--- src/logic/cmd_pkg.sv ---
// Package with the constants and carrier types of the console memory decode block.
package cmd_pkg;
  // ----------------------------------------------------------------------
  // Address map and decode constants
  // ----------------------------------------------------------------------
  localparam logic [4:0] TIMER_HI_ADDR = 5'h03;
  localparam logic [15:0] ROM_LAST_ADDR = 16'h17ff;
  localparam logic [15:0] RAM_FIRST_ADDR = 16'h4000;
  localparam logic [15:0] RAM_LAST_ADDR = 16'h7fff;
  localparam int ROM_BANK_LSB = 11;
  localparam int ROM_MUX_SEL_BIT = 13;
  localparam int RAM_SEL_BIT = 14;
  localparam int CPU_REG_BIT = 15;
  localparam int ROW_BITS = 7;
  localparam logic [6:0] REFR_CNT_RESET = 7'h00;

  // ----------------------------------------------------------------------
  // Timing constants
  // ----------------------------------------------------------------------
  localparam int CLK_PERIOD_NS = 8;
  localparam int REFR_PERIOD_NS = 12800;
  localparam int REFR_LIMIT_US = 2000;
  localparam int ROW_COUNT = 128;
  // Row strobe held this long, rounded up, at least one cycle.
  localparam int ROW_STB_NS = 40;
  localparam int ROW_STB_CYC = (ROW_STB_NS + CLK_PERIOD_NS - 1) / CLK_PERIOD_NS;
  localparam int COL_STB_NS = 40;
  localparam int COL_STB_CYC = (COL_STB_NS + CLK_PERIOD_NS - 1) / CLK_PERIOD_NS;
  localparam int STB_CNT_W = 4;

  // ----------------------------------------------------------------------
  // Carrier types
  // ----------------------------------------------------------------------
  typedef struct packed {
    logic rom_output_mux_select;
    logic sel_status;
    logic ctrl_store_wr_reg_strobe;
    logic sel_timer;
    logic cmd_reg0_write_strobe;
    logic cmd_reg1_write_strobe;
    logic sel_cpu_regs;
    logic rom_sel_ready;
  } cmd_selects_t;

  typedef struct packed {
    logic dram_row_strobe;
    logic dram_column_strobe;
    logic dram_write_enable;
    logic [6:0] dram_addr;
  } cmd_dram_t;
endpackage

--- src/logic/cmd_decode.sv ---
// Combinational select decoder for processor memory and I/O references.
`timescale 1ns/1ns
module cmd_decode (
  input wire logic i_io,
  input wire logic i_rd,
  input wire logic i_wr,
  input wire logic [15:8] i_addr_hi,
  output cmd_pkg::cmd_selects_t o_sel
);
  // ----------------------------------------------------------------------
  // Select decode
  // ----------------------------------------------------------------------
  // Upper five address lines drive every decision.
  logic [4:0] top;
  assign top = i_addr_hi[15:11];

  // One process builds every select; all but rom_sel_ready use the I/O flag, and sel_timer ignores the strobes.
  always_comb begin
    o_sel = '0;
    // ROM space reads, and ready summary read, both use the mux.
    o_sel.rom_output_mux_select = i_rd & ((!i_io & top[4:2] == 3'h0) |
                        (i_io & top == 5'h04));
    o_sel.rom_sel_ready = i_addr_hi[cmd_pkg::ROM_MUX_SEL_BIT];
    o_sel.sel_status = i_io & i_rd & (top == 5'h00);
    o_sel.ctrl_store_wr_reg_strobe = i_io & i_wr & (top == 5'h01);
    o_sel.sel_timer = i_io & !top[4] & (top[2:0] == cmd_pkg::TIMER_HI_ADDR[2:0]);
    o_sel.cmd_reg0_write_strobe = i_io & i_wr & (top[4:1] == 4'h2);
    o_sel.cmd_reg1_write_strobe = i_io & i_wr & (top[4:1] == 4'h3);
    o_sel.sel_cpu_regs = i_io & top[4] & (i_wr | (i_rd & top[3:0] == 4'h0));
  end
endmodule

--- src/logic/cmd_mem_ctrl.sv ---
// Main memory decode, ROM addressing and dynamic RAM controller for the console processor.
`timescale 1ns/1ns
module cmd_mem_ctrl (
  input wire logic i_clk,
  input wire logic i_sys_rst,
  input wire logic i_address_latch_strobe,
  input wire logic i_io,
  input wire logic i_rd,
  input wire logic i_wr,
  input wire logic i_ram_write_cycle,
  input wire logic [15:8] i_addr_hi,
  input wire logic [7:0] i_buffered_addr_data_bus,
  input wire logic [7:0] i_rom_data,
  input wire logic [7:0] i_ready_summary,
  input wire logic i_usart_busy,
  input wire logic i_refresh_request,
  output logic [7:0] o_mux_data,
  output logic o_mux_data_oe,
  output cmd_pkg::cmd_selects_t o_sel,
  output logic [1:0] o_rom_bank,
  output logic [10:0] o_rom_addr,
  output cmd_pkg::cmd_dram_t o_dram,
  output logic o_ready,
  output logic o_inserted_wait_state,
  output logic o_refresh_cycle_ff,
  output logic o_ctrl_store_refresh_trigger
);
  // ----------------------------------------------------------------------
  // Elaboration checks
  // ----------------------------------------------------------------------
  // The refresh period must let all rows pass inside the retention limit.
  if (cmd_pkg::ROW_COUNT * cmd_pkg::REFR_PERIOD_NS > cmd_pkg::REFR_LIMIT_US * 1000) begin : g_chk
    $error("Refresh period too long for the row count");
  end
  // A zero-cycle strobe width is refused; the timer itself stops at zero and never wraps.
  if (cmd_pkg::ROW_STB_CYC < 1 || cmd_pkg::COL_STB_CYC < 1) begin : g_chk_stb
    $error("Strobe widths must span at least one cycle");
  end
  // The strobe timer must hold the longest count that it is loaded with.
  if (cmd_pkg::ROW_STB_CYC >= (1 << cmd_pkg::STB_CNT_W) ||
      cmd_pkg::COL_STB_CYC >= (1 << cmd_pkg::STB_CNT_W)) begin : g_chk_tmr
    $error("Strobe timer too narrow for the strobe widths");
  end
  // The refresh counter and the array address are seven bits, one value per row.
  if (cmd_pkg::ROW_BITS != 7 || cmd_pkg::ROW_COUNT != (1 << cmd_pkg::ROW_BITS)) begin : g_chk_row
    $error("Row count does not match the seven-bit row address");
  end

  // ----------------------------------------------------------------------
  // Input synchronisers
  // ----------------------------------------------------------------------
  // The address strobe, refresh request and USART busy pins pass two flops; only stage two is read.
  localparam int NSYNC = 3;
  logic [NSYNC-1:0] sync1_reg, sync1_next, sync2_reg, sync2_next;
  logic [NSYNC-1:0] raw_in;
  logic ale_s, req_s, usart_s;
  logic ale_d_reg, ale_d_next, req_d_reg, req_d_next;

  // Sequencing uses the synchronised strobe; the latch follows the raw strobe level.
  assign raw_in = {i_address_latch_strobe, i_refresh_request, i_usart_busy};
  assign ale_s = sync2_reg[2];
  assign req_s = sync2_reg[1];
  assign usart_s = sync2_reg[0];

  // Next values for the synchroniser chain and edge history.
  always_comb begin
    sync1_next = raw_in;
    sync2_next = sync1_reg;
    ale_d_next = ale_s;
    req_d_next = req_s;
  end

  // Registers of the synchroniser chain.
  always_ff @(posedge i_clk) begin
    if (i_sys_rst) begin
      sync1_reg <= '0;
      sync2_reg <= '0;
      ale_d_reg <= 1'b0;
      req_d_reg <= 1'b0;
    end else begin
      sync1_reg <= sync1_next;
      sync2_reg <= sync2_next;
      ale_d_reg <= ale_d_next;
      req_d_reg <= req_d_next;
    end
  end

  // History flops reset to the idle low level, so no false edge follows reset.
  logic ale_fall, req_rise, req_fall;
  assign ale_fall = ale_d_reg & !ale_s;
  assign req_rise = req_s & !req_d_reg;
  assign req_fall = !req_s & req_d_reg;

  // ----------------------------------------------------------------------
  // Select decode and address latch
  // ----------------------------------------------------------------------
  // Selects are registered below, so they lag their inputs by one cycle.
  cmd_pkg::cmd_selects_t sel_comb;

  cmd_decode u_decode (
    .i_io(i_io),
    .i_rd(i_rd),
    .i_wr(i_wr),
    .i_addr_hi(i_addr_hi),
    .o_sel(sel_comb)
  );

  // Low address byte is taken while the strobe is high, held afterwards.
  logic [7:0] lat_reg, lat_next;
  cmd_pkg::cmd_selects_t sel_reg, sel_next;
  logic [1:0] bank_reg, bank_next;
  logic [10:0] rom_addr_reg, rom_addr_next;
  logic [7:0] mux_reg, mux_next;
  logic mux_oe_reg, mux_oe_next;

  always_comb begin
    lat_next = lat_reg;
    if (i_address_latch_strobe) begin
      lat_next = i_buffered_addr_data_bus;
    end
    sel_next = sel_comb;
    bank_next = i_addr_hi[cmd_pkg::ROM_BANK_LSB+1:cmd_pkg::ROM_BANK_LSB];
    rom_addr_next = {i_addr_hi[10:8], lat_reg};
    // Driving waits until the strobe has dropped, so the address is gone.
    mux_oe_next = sel_comb.rom_output_mux_select & !i_address_latch_strobe;
    mux_next = sel_comb.rom_sel_ready ? i_ready_summary : i_rom_data;
  end

  // Every select, bank and mux value is a flop, so the outputs carry no decode glitch.
  always_ff @(posedge i_clk) begin
    if (i_sys_rst) begin
      lat_reg <= 8'h00;
      sel_reg <= '0;
      bank_reg <= 2'h0;
      rom_addr_reg <= 11'h000;
      mux_reg <= 8'h00;
      mux_oe_reg <= 1'b0;
    end else begin
      lat_reg <= lat_next;
      sel_reg <= sel_next;
      bank_reg <= bank_next;
      rom_addr_reg <= rom_addr_next;
      mux_reg <= mux_next;
      mux_oe_reg <= mux_oe_next;
    end
  end

  // ----------------------------------------------------------------------
  // DRAM sequencer
  // ----------------------------------------------------------------------
  typedef enum logic [2:0] {
    ST_IDLE,
    ST_REFR,
    ST_ROW,
    ST_COL,
    ST_DONE
  } cmd_state_t;

  // Sequencer state, refresh bookkeeping and strobe timing.
  cmd_state_t state_reg, state_next;
  logic start_reg, start_next; // cycle-start flop
  logic pend_reg, pend_next; // refresh waiting to run
  logic refr_reg, refr_next;
  logic csr_reg, csr_next; // control store trigger flop
  logic row_sel_reg, row_sel_next; // address mux shows row when high
  logic [6:0] rcnt_reg, rcnt_next;
  logic [cmd_pkg::STB_CNT_W-1:0] tmr_reg, tmr_next;
  cmd_pkg::cmd_dram_t dram_reg, dram_next;
  logic ready_reg, ready_next;
  logic wait_reg, wait_next;
  logic ram_ref;
  logic [6:0] row_addr, col_addr;

  // Picks every second bit of the fourteen-bit array address, from bit 13 or bit 12 down.
  // Row and column share one decode, so the two halves cannot drift apart.
  function automatic logic [6:0] pick_bits(input logic [13:0] addr, input logic row);
    logic [6:0] bits;
    bits = '0;
    for (int k = 0; k < 7; k++) begin
      bits[k] = row ? addr[2*k+1] : addr[2*k];
    end
    return bits;
  endfunction

  // A RAM reference is a memory cycle with line 14 high and line 15 low.
  assign ram_ref = !i_io & i_addr_hi[cmd_pkg::RAM_SEL_BIT] & !i_addr_hi[cmd_pkg::CPU_REG_BIT];
  assign row_addr = pick_bits({i_addr_hi[13:8], lat_reg}, 1'b1);
  assign col_addr = pick_bits({i_addr_hi[13:8], lat_reg}, 1'b0);

  // One refresh strobe per request period keeps all rows inside the limit.
  always_comb begin
    state_next = state_reg;
    start_next = start_reg;
    pend_next = pend_reg | req_rise;
    refr_next = refr_reg;
    csr_next = csr_reg;
    row_sel_next = row_sel_reg;
    rcnt_next = rcnt_reg;
    tmr_next = tmr_reg;
    dram_next = dram_reg;
    dram_next.dram_write_enable = i_ram_write_cycle & ram_ref;
    // The cycle-start flop is set once per RAM reference, as the address strobe ends.
    if (ale_fall & ram_ref) begin
      start_next = 1'b1;
    end
    // Set wins over clear: the request fall only clears if refresh is idle.
    if (refr_reg) begin
      csr_next = 1'b1;
    end else if (req_fall) begin
      csr_next = 1'b0;
    end
    unique case (state_reg)
      // The address mux rests on the row address while idle.
      ST_IDLE: begin
        row_sel_next = 1'b1;
        dram_next.dram_addr = row_addr;
        // A USART transfer in flight defers the refresh; the request waits in pend_reg.
        if ((pend_reg | req_rise) & !usart_s) begin
          // A pending refresh runs before a RAM access that is starting.
          state_next = ST_REFR;
          refr_next = 1'b1;
          pend_next = 1'b0;
          dram_next.dram_addr = rcnt_reg;
          dram_next.dram_row_strobe = 1'b1;
          tmr_next = cmd_pkg::STB_CNT_W'(cmd_pkg::ROW_STB_CYC);
        end else if (start_reg) begin
          state_next = ST_ROW;
          dram_next.dram_row_strobe = 1'b1;
          tmr_next = cmd_pkg::STB_CNT_W'(cmd_pkg::ROW_STB_CYC);
        end
      end
      // The trailing edge of the refresh flop advances the row counter.
      ST_REFR: begin
        if (tmr_reg == '0) begin
          state_next = ST_IDLE;
          refr_next = 1'b0;
          dram_next.dram_row_strobe = 1'b0;
          rcnt_next = rcnt_reg + 7'h01;
        end else begin
          tmr_next = tmr_reg - cmd_pkg::STB_CNT_W'(1);
        end
      end
      // Row strobe stands while the mux moves over to the column address.
      ST_ROW: begin
        row_sel_next = 1'b0;
        dram_next.dram_addr = col_addr;
        // The column strobe stays off until the mux has left the row address.
        if (tmr_reg == '0 && !row_sel_reg) begin
          state_next = ST_COL;
          dram_next.dram_column_strobe = 1'b1;
          tmr_next = cmd_pkg::STB_CNT_W'(cmd_pkg::COL_STB_CYC);
        end else if (tmr_reg != '0) begin
          tmr_next = tmr_reg - cmd_pkg::STB_CNT_W'(1);
        end
      end
      // Both strobes stand while the array reads or writes.
      ST_COL: begin
        if (tmr_reg == '0) begin
          state_next = ST_DONE;
          start_next = 1'b0;
        end else begin
          tmr_next = tmr_reg - cmd_pkg::STB_CNT_W'(1);
        end
      end
      ST_DONE: begin
        // Strobes drop when the processor ends the cycle.
        if (!(i_rd | i_wr)) begin
          state_next = ST_IDLE;
          dram_next.dram_row_strobe = 1'b0;
          dram_next.dram_column_strobe = 1'b0;
        end
      end
    endcase
    // Long cycle holds ready low while the access, or a refresh ahead of it, runs.
    ready_next = !(start_next | (state_next == ST_REFR & start_reg));
    wait_next = !ready_next;
  end

  always_ff @(posedge i_clk) begin
    if (i_sys_rst) begin
      state_reg <= ST_IDLE;
      start_reg <= 1'b0;
      pend_reg <= 1'b0;
      refr_reg <= 1'b0;
      csr_reg <= 1'b0;
      row_sel_reg <= 1'b1;
      rcnt_reg <= cmd_pkg::REFR_CNT_RESET;
      tmr_reg <= '0;
      dram_reg <= '0;
      ready_reg <= 1'b1;
      wait_reg <= 1'b0;
    end else begin
      state_reg <= state_next;
      start_reg <= start_next;
      pend_reg <= pend_next;
      refr_reg <= refr_next;
      csr_reg <= csr_next;
      row_sel_reg <= row_sel_next;
      rcnt_reg <= rcnt_next;
      tmr_reg <= tmr_next;
      dram_reg <= dram_next;
      ready_reg <= ready_next;
      wait_reg <= wait_next;
    end
  end

  // ----------------------------------------------------------------------
  // Outputs
  // ----------------------------------------------------------------------
  // Every output is a flop; the wait flag has its own rather than an inverter on ready.
  assign o_mux_data = mux_reg;
  assign o_mux_data_oe = mux_oe_reg;
  assign o_sel = sel_reg;
  assign o_rom_bank = bank_reg;
  assign o_rom_addr = rom_addr_reg;
  assign o_dram = dram_reg;
  assign o_ready = ready_reg;
  assign o_inserted_wait_state = wait_reg;
  assign o_refresh_cycle_ff = refr_reg;
  assign o_ctrl_store_refresh_trigger = csr_reg;
endmodule

--- config.mk ---
export PLATFORM = sky130hd
export DESIGN_NAME = cmd_mem_ctrl
export DESIGN_NICKNAME = d
export VERILOG_FILES = /design/src/logic/cmd_pkg.sv /design/src/logic/cmd_decode.sv /design/src/logic/cmd_mem_ctrl.sv
export SDC_FILE = /design/constraint.sdc
export NUM_CORES = 1
export LEC_CHECK = 0
export BUFFER_PORTS_ARGS = -buffer_cell sky130_fd_sc_hd__buf_2
export CORE_UTILIZATION = 40
export CTS_BUF_LIST = sky130_fd_sc_hd__clkbuf_8 sky130_fd_sc_hd__clkbuf_16
export DETAILED_ROUTE_END_ITERATION = 7
export HOLD_SLACK_MARGIN = 0.06
export PLACE_DENSITY = 0.67
export SETUP_SLACK_MARGIN = 0.15
export SKIP_LAST_GASP = 1
export SYNTH_ARGS = -nofsm -noshare
export SYNTH_HDL_FRONTEND = slang
export SYNTH_SLANG_ARGS = --single-unit
--- constraint.sdc ---
create_clock -name i_clk -period 2.1 [get_ports i_clk]
set_clock_uncertainty 0.1 [all_clocks]
set_input_delay 0.42 -clock i_clk [delete_from_list [all_inputs] [get_ports i_clk]]
set_output_delay 0.42 -clock i_clk [all_outputs]
set_load 0.05 [all_outputs]
# Word level (Yosys, flattened, before mapping)
# Index checks and enable logic that the tools add are counted.
# totals
reg_bits,77
input_bits,41
output_inout_bits,44
wordCells,140
# classes
n_addsub,2
n_eq_ne,17
n_mux,33
bitwise_logic,29
reduce_logical,28
# ops
operator,n
bitwise AND 1 bit,24
two-way mux 4 bit,5
two-way mux 3 bit,6
one-hot mux 3 bit (5 select lines),1
one-hot mux 7 bit (2 select lines),1
two-way mux 1 bit,12
one-hot mux 4 bit (3 select lines),1
"inequality test 2 bit, second input constant",5
"== test 3 x 2 -> 1 bit, second input constant",3
zero test 1 bit,9
"== test 4 x 2 -> 1 bit, second input constant",2
zero test 4 bit,2
two-way mux 8 bit,1
AND reduction 4 bit,2
nonzero test 2 bit,4
"adder 7 x 1 -> 7 bit, second input constant",1
two-way mux 7 bit,1
"== test 3 x 1 -> 1 bit, second input constant",2
zero test 3 bit,2
"inequality test 3 bit, second input constant",2
one-hot mux 1 bit (2 select lines),3
AND reduction 3 bit,2
nonzero test 3 bit,2
"== test 5 x 1 -> 1 bit, second input constant",1
11 further kinds,15

# Logic depth before layout (Yosys ltp)
# logic_depth
depth_word,10
mapped_depth,7
mapped_depth_nobuf,7

# Modules after synthesis
# A second synthesis with hierarchy kept.
# unflattened
cells_unflattened,316
hier_area_um2,3011.6
# by_module_without_submodules
mod,instances,cells_per_inst,area_per_inst_um2,seq_area_each_um2
cmd_mem_ctrl,1,299,2876.5,1541.5
cmd_decode,1,17,135.1,0.0

# Worst setup path after synthesis
# No wires, ideal clock.
# synth_path
path_type,reg2reg
from,reg tmr_reg[0] (netlist bit)
to,reg rcnt_reg[6]
setup_time_ps,71
t_arrival_ps,1842
t_required_ps,1929
slack_ps,87
stages_incl_launch_ff,8
path_buffers,0
period_less_slack_ps,2013
cell_sequence,dfxtp_1 -> inv_1 -> ha_1 -> or4b_4 -> nor3_4 -> nand3_2 -> or3_1 -> a21oi_1
# synth_via
elab_chain_cells,2
# synth_rtl
element,line_no,source
start: declaration,cmd_mem_ctrl.sv:167,"logic [cmd_pkg::STB_CNT_W-1:0] tmr_reg, tmr_next;"
start signal: assignment,cmd_mem_ctrl.sv:300,tmr_reg <= tmr_next;
zero test 4 bit,cmd_mem_ctrl.sv:234,if (tmr_reg == '0) begin
AND reduction 2 bit (no line),n/a,
end signal: assignment,cmd_mem_ctrl.sv:287,rcnt_reg <= cmd_pkg::REFR_CNT_RESET;
end signal: assignment,cmd_mem_ctrl.sv:299,rcnt_reg <= rcnt_next;
end: declaration,cmd_mem_ctrl.sv:166,"logic [6:0] rcnt_reg, rcnt_next;"
# Every way passes these cells.
# A chain may end at the register's enable or synchronous reset.

# Final worst setup path
# layout_path
from,reg tmr_reg[0] (netlist bit)
to,reg rcnt_reg[5]
# The elaborated chain is that of the path after synthesis.

==> flow_metrics.tcl <==
set metrics [dict create \
    status "completed" \
    cp_top_family "simple AND/OR/NAND/NOR gates" \
    netlist-cell-type-count 37 \
    worst-path-max-fanout 7 \
    synth_area_leaders "dfxtp_1, mux2i_1, nor2_1, nor2b_1, a211oi_1" \
    rsz0062_at_grt "true" \
    crit_buf_inv 2 \
    max-vdd-ir-drop_uv 332 \
    period_needed_ns 1.90 \
    clk_root_buffer_cell "clkbuf_8" \
    slowest_delay_ns 0.48 \
    layout.nets 433 \
    fp.dieH_um 87.1 \
    setup_viol 0 \
    cp.arrival_ns 2.08 \
    multiInputGateArea_um2 1280 \
    min_path_type "in -> reg" \
    p_total_w 0.00320 \
    gr-total-overflow 0 \
    vias 2387 \
    clkLatencyLatePin_ns 0.34 \
    final.fill_count 669 \
    first_pass_iters 4 \
    postSynthAreaPerCell_um2 9.61 \
    syn_area_um2 2890 \
    grt_usage_pct 16.9 \
    die-area_um2 7580 \
    portBuffers 84 \
    htreeDepth 3 \
    slowest_stage "or4b_4" \
    yosysTopAreaCellShare_pct 53.3 \
    max_slew_margin_pct 71.4 \
    worst_pin_slew_ns 0.428 \
    dp_hpwl_um 4550 \
    cp-end-kind "flop" \
    stdcell_area_um2 3700 \
    via_per_inst 4.86 \
    power_leakage_nw 1.64 \
    netlist_top_cells_count "dfxtp_1, nor2_1, nor2b_1" \
    cp.required_ns 2.27 \
    crit_path_start "tmr_reg[0]" \
    clkTransAtPathRegs_ns 0.08 \
    start_kind "flop" \
    seqCellArea_um2 1540 \
    synth_most_common_cell "dfxtp_1" \
    dpl_cell_area_um2 3470 \
    drt-initial-drc-count 72 \
    holdCritStartpoint "i_refresh_request" \
    wirelength_um 6220 \
    synthFlopType "dfxtp_1" \
    wl_per_cell_um 12.7 \
    seq_area_frac_synth_pct 53.3 \
    drv_slew 0 \
    core-area_um2 6910 \
    post-route-util_pct 53.5 \
    finalWorstSetupSlack_ns 0.197 \
    cts_made_buffers 9 \
    grt_pass1_vias 2123 \
    grt_first_pass_wirelength_um 9790 \
    fin_setup_tns_ns 0 \
    clock.fmax_mhz 526 \
    start_util_pct 41.9 \
    grt_antenna_before_repair 0 \
    p_per_area_nw_per_um2 867 \
    ys_seq_elements 77 \
    cts_tree "built" \
    finalHoldViolCount 0 \
    yosys.area.top_type "dfxtp_1" \
    rows 30 \
    pre_cts_slack_ns 0.152 \
    drive_gt1_share_pct 30.9 \
    ant_nets 0 \
    largest_reg_flops 11 \
    antenna_cells 0 \
    cts_sinks 77 \
    pin_count 85 \
    post-route-period-util_pct 90.6 \
    r2r_start "tmr_reg[0]" \
    synth_edf_count 0 \
    area_growth_pct 27.7 \
    worstPathCellList "inv_2 -> ha_4 -> or4b_4 -> nor3_4 -> buf_6 -> nand4_1 -> xor2_1 -> nor2_1" \
    grt_start_max_net_pins 59 \
    drv_cap 0 \
    ys_warn_count 0 \
    setup.worst_path.class "reg -> reg" \
    drcViolationCount 0 \
    synth_nets 344 \
    async_flop_share_pct 0 \
    die_w_um 87.1 \
    clockBufferDepth 2 \
    gp_congestion 0.848 \
    syn_inst 301 \
]
report_power, final:
group          switching, W  internal, W  leakage [nW]
sequential        0.0000345      0.00152         0.632
clock              0.000530     0.000662         0.105
combinational      0.000296     0.000156         0.906
layout make-up:
| cell class | count | area share [%] |
|---|---|---|
| well taps | 96 | 3.25 |
| clock buffers | 9 | 3.35 |
| repair buffers | 93 | 13.6 |
| multi-input cells | 201 | 34.7 |
| inverters | 8 | 0.812 |
| clock inverters | 7 | 2.44 |
| flip-flops and latches | 77 | 41.8 |
cells by family (layout without fill, tap and decap cells):
family	count (synthesis)	count (layout)	share of synthesized area, %
multiplexers	24	24	8.34
AO/OA/AOI/OAI	47	47	9.73
adder cells (fa/ha/maj)	2	2	0.865
XOR/XNOR	5	5	1.51
buffers and inverters	23	117	2.98
AND/OR/NAND/NOR	123	123	23.3
flip-flops	77	77	53.3
cell usage in the layout, fill, tap and decap left out, types with 2 or more instances in the layout:
cell type	instances
nand4_1	3
inv_1	6
inv_2	2
clkbuf_8	9
clkinvlp_4	2
a31oi_1	5
nor3_1	4
bufinv_16	2
nor2_1	42
clkinv_2	3
a211oi_1	10
dfxtp_2	2
dfxtp_1	75
nor2b_1	24
mux2i_1	23
or3_1	3
nand2_1	7
buf_4	7
nand2b_1	8
xor2_1	4
nor4_1	3
o21ai_0	14
buf_2	84
nand3b_1	7
nand3_1	9
a21oi_1	12
and3_1	4
what timing repair did:
action | 4_1_cts | 5_1_grt
hold buffers | 0 | 0
resized for setup | 1 | 2
pin swaps | 1 | 3
endpoints found under the setup margin | 3 | 9
setup buffers | 0 | 1
gates cloned | 0 | 0
per-layer routing:
layer / part of all wire (%) / track usage (%) / vias up
met2: 50 / 27.6 / 41
met1: 45 / 21.1 / 1113
met5: 0 / 0 / -
met3: 3.5 / 4.83 / 10
li1: - / - / 1223
met4: 1.6 / 6.36 / 0
path summary, 6_finish.rpt:
kind         slack, ns  depth (start not counted)           end
max reg2reg       0.20                          8   rcnt_reg[5]
max               0.20                          8   rcnt_reg[5]
min               0.19                          2  sync1_reg[1]
min reg2reg       0.34                          1  sync2_reg[1]
per-stage QoR:
step,hold slack (ns),cells
floorplan,0.314,301
global placement,0.318,474
detailed placement,0.326,474
CTS,0.170,490
global route,0.189,491
finish,0.185,491
(Power assumes the default switching activity.)
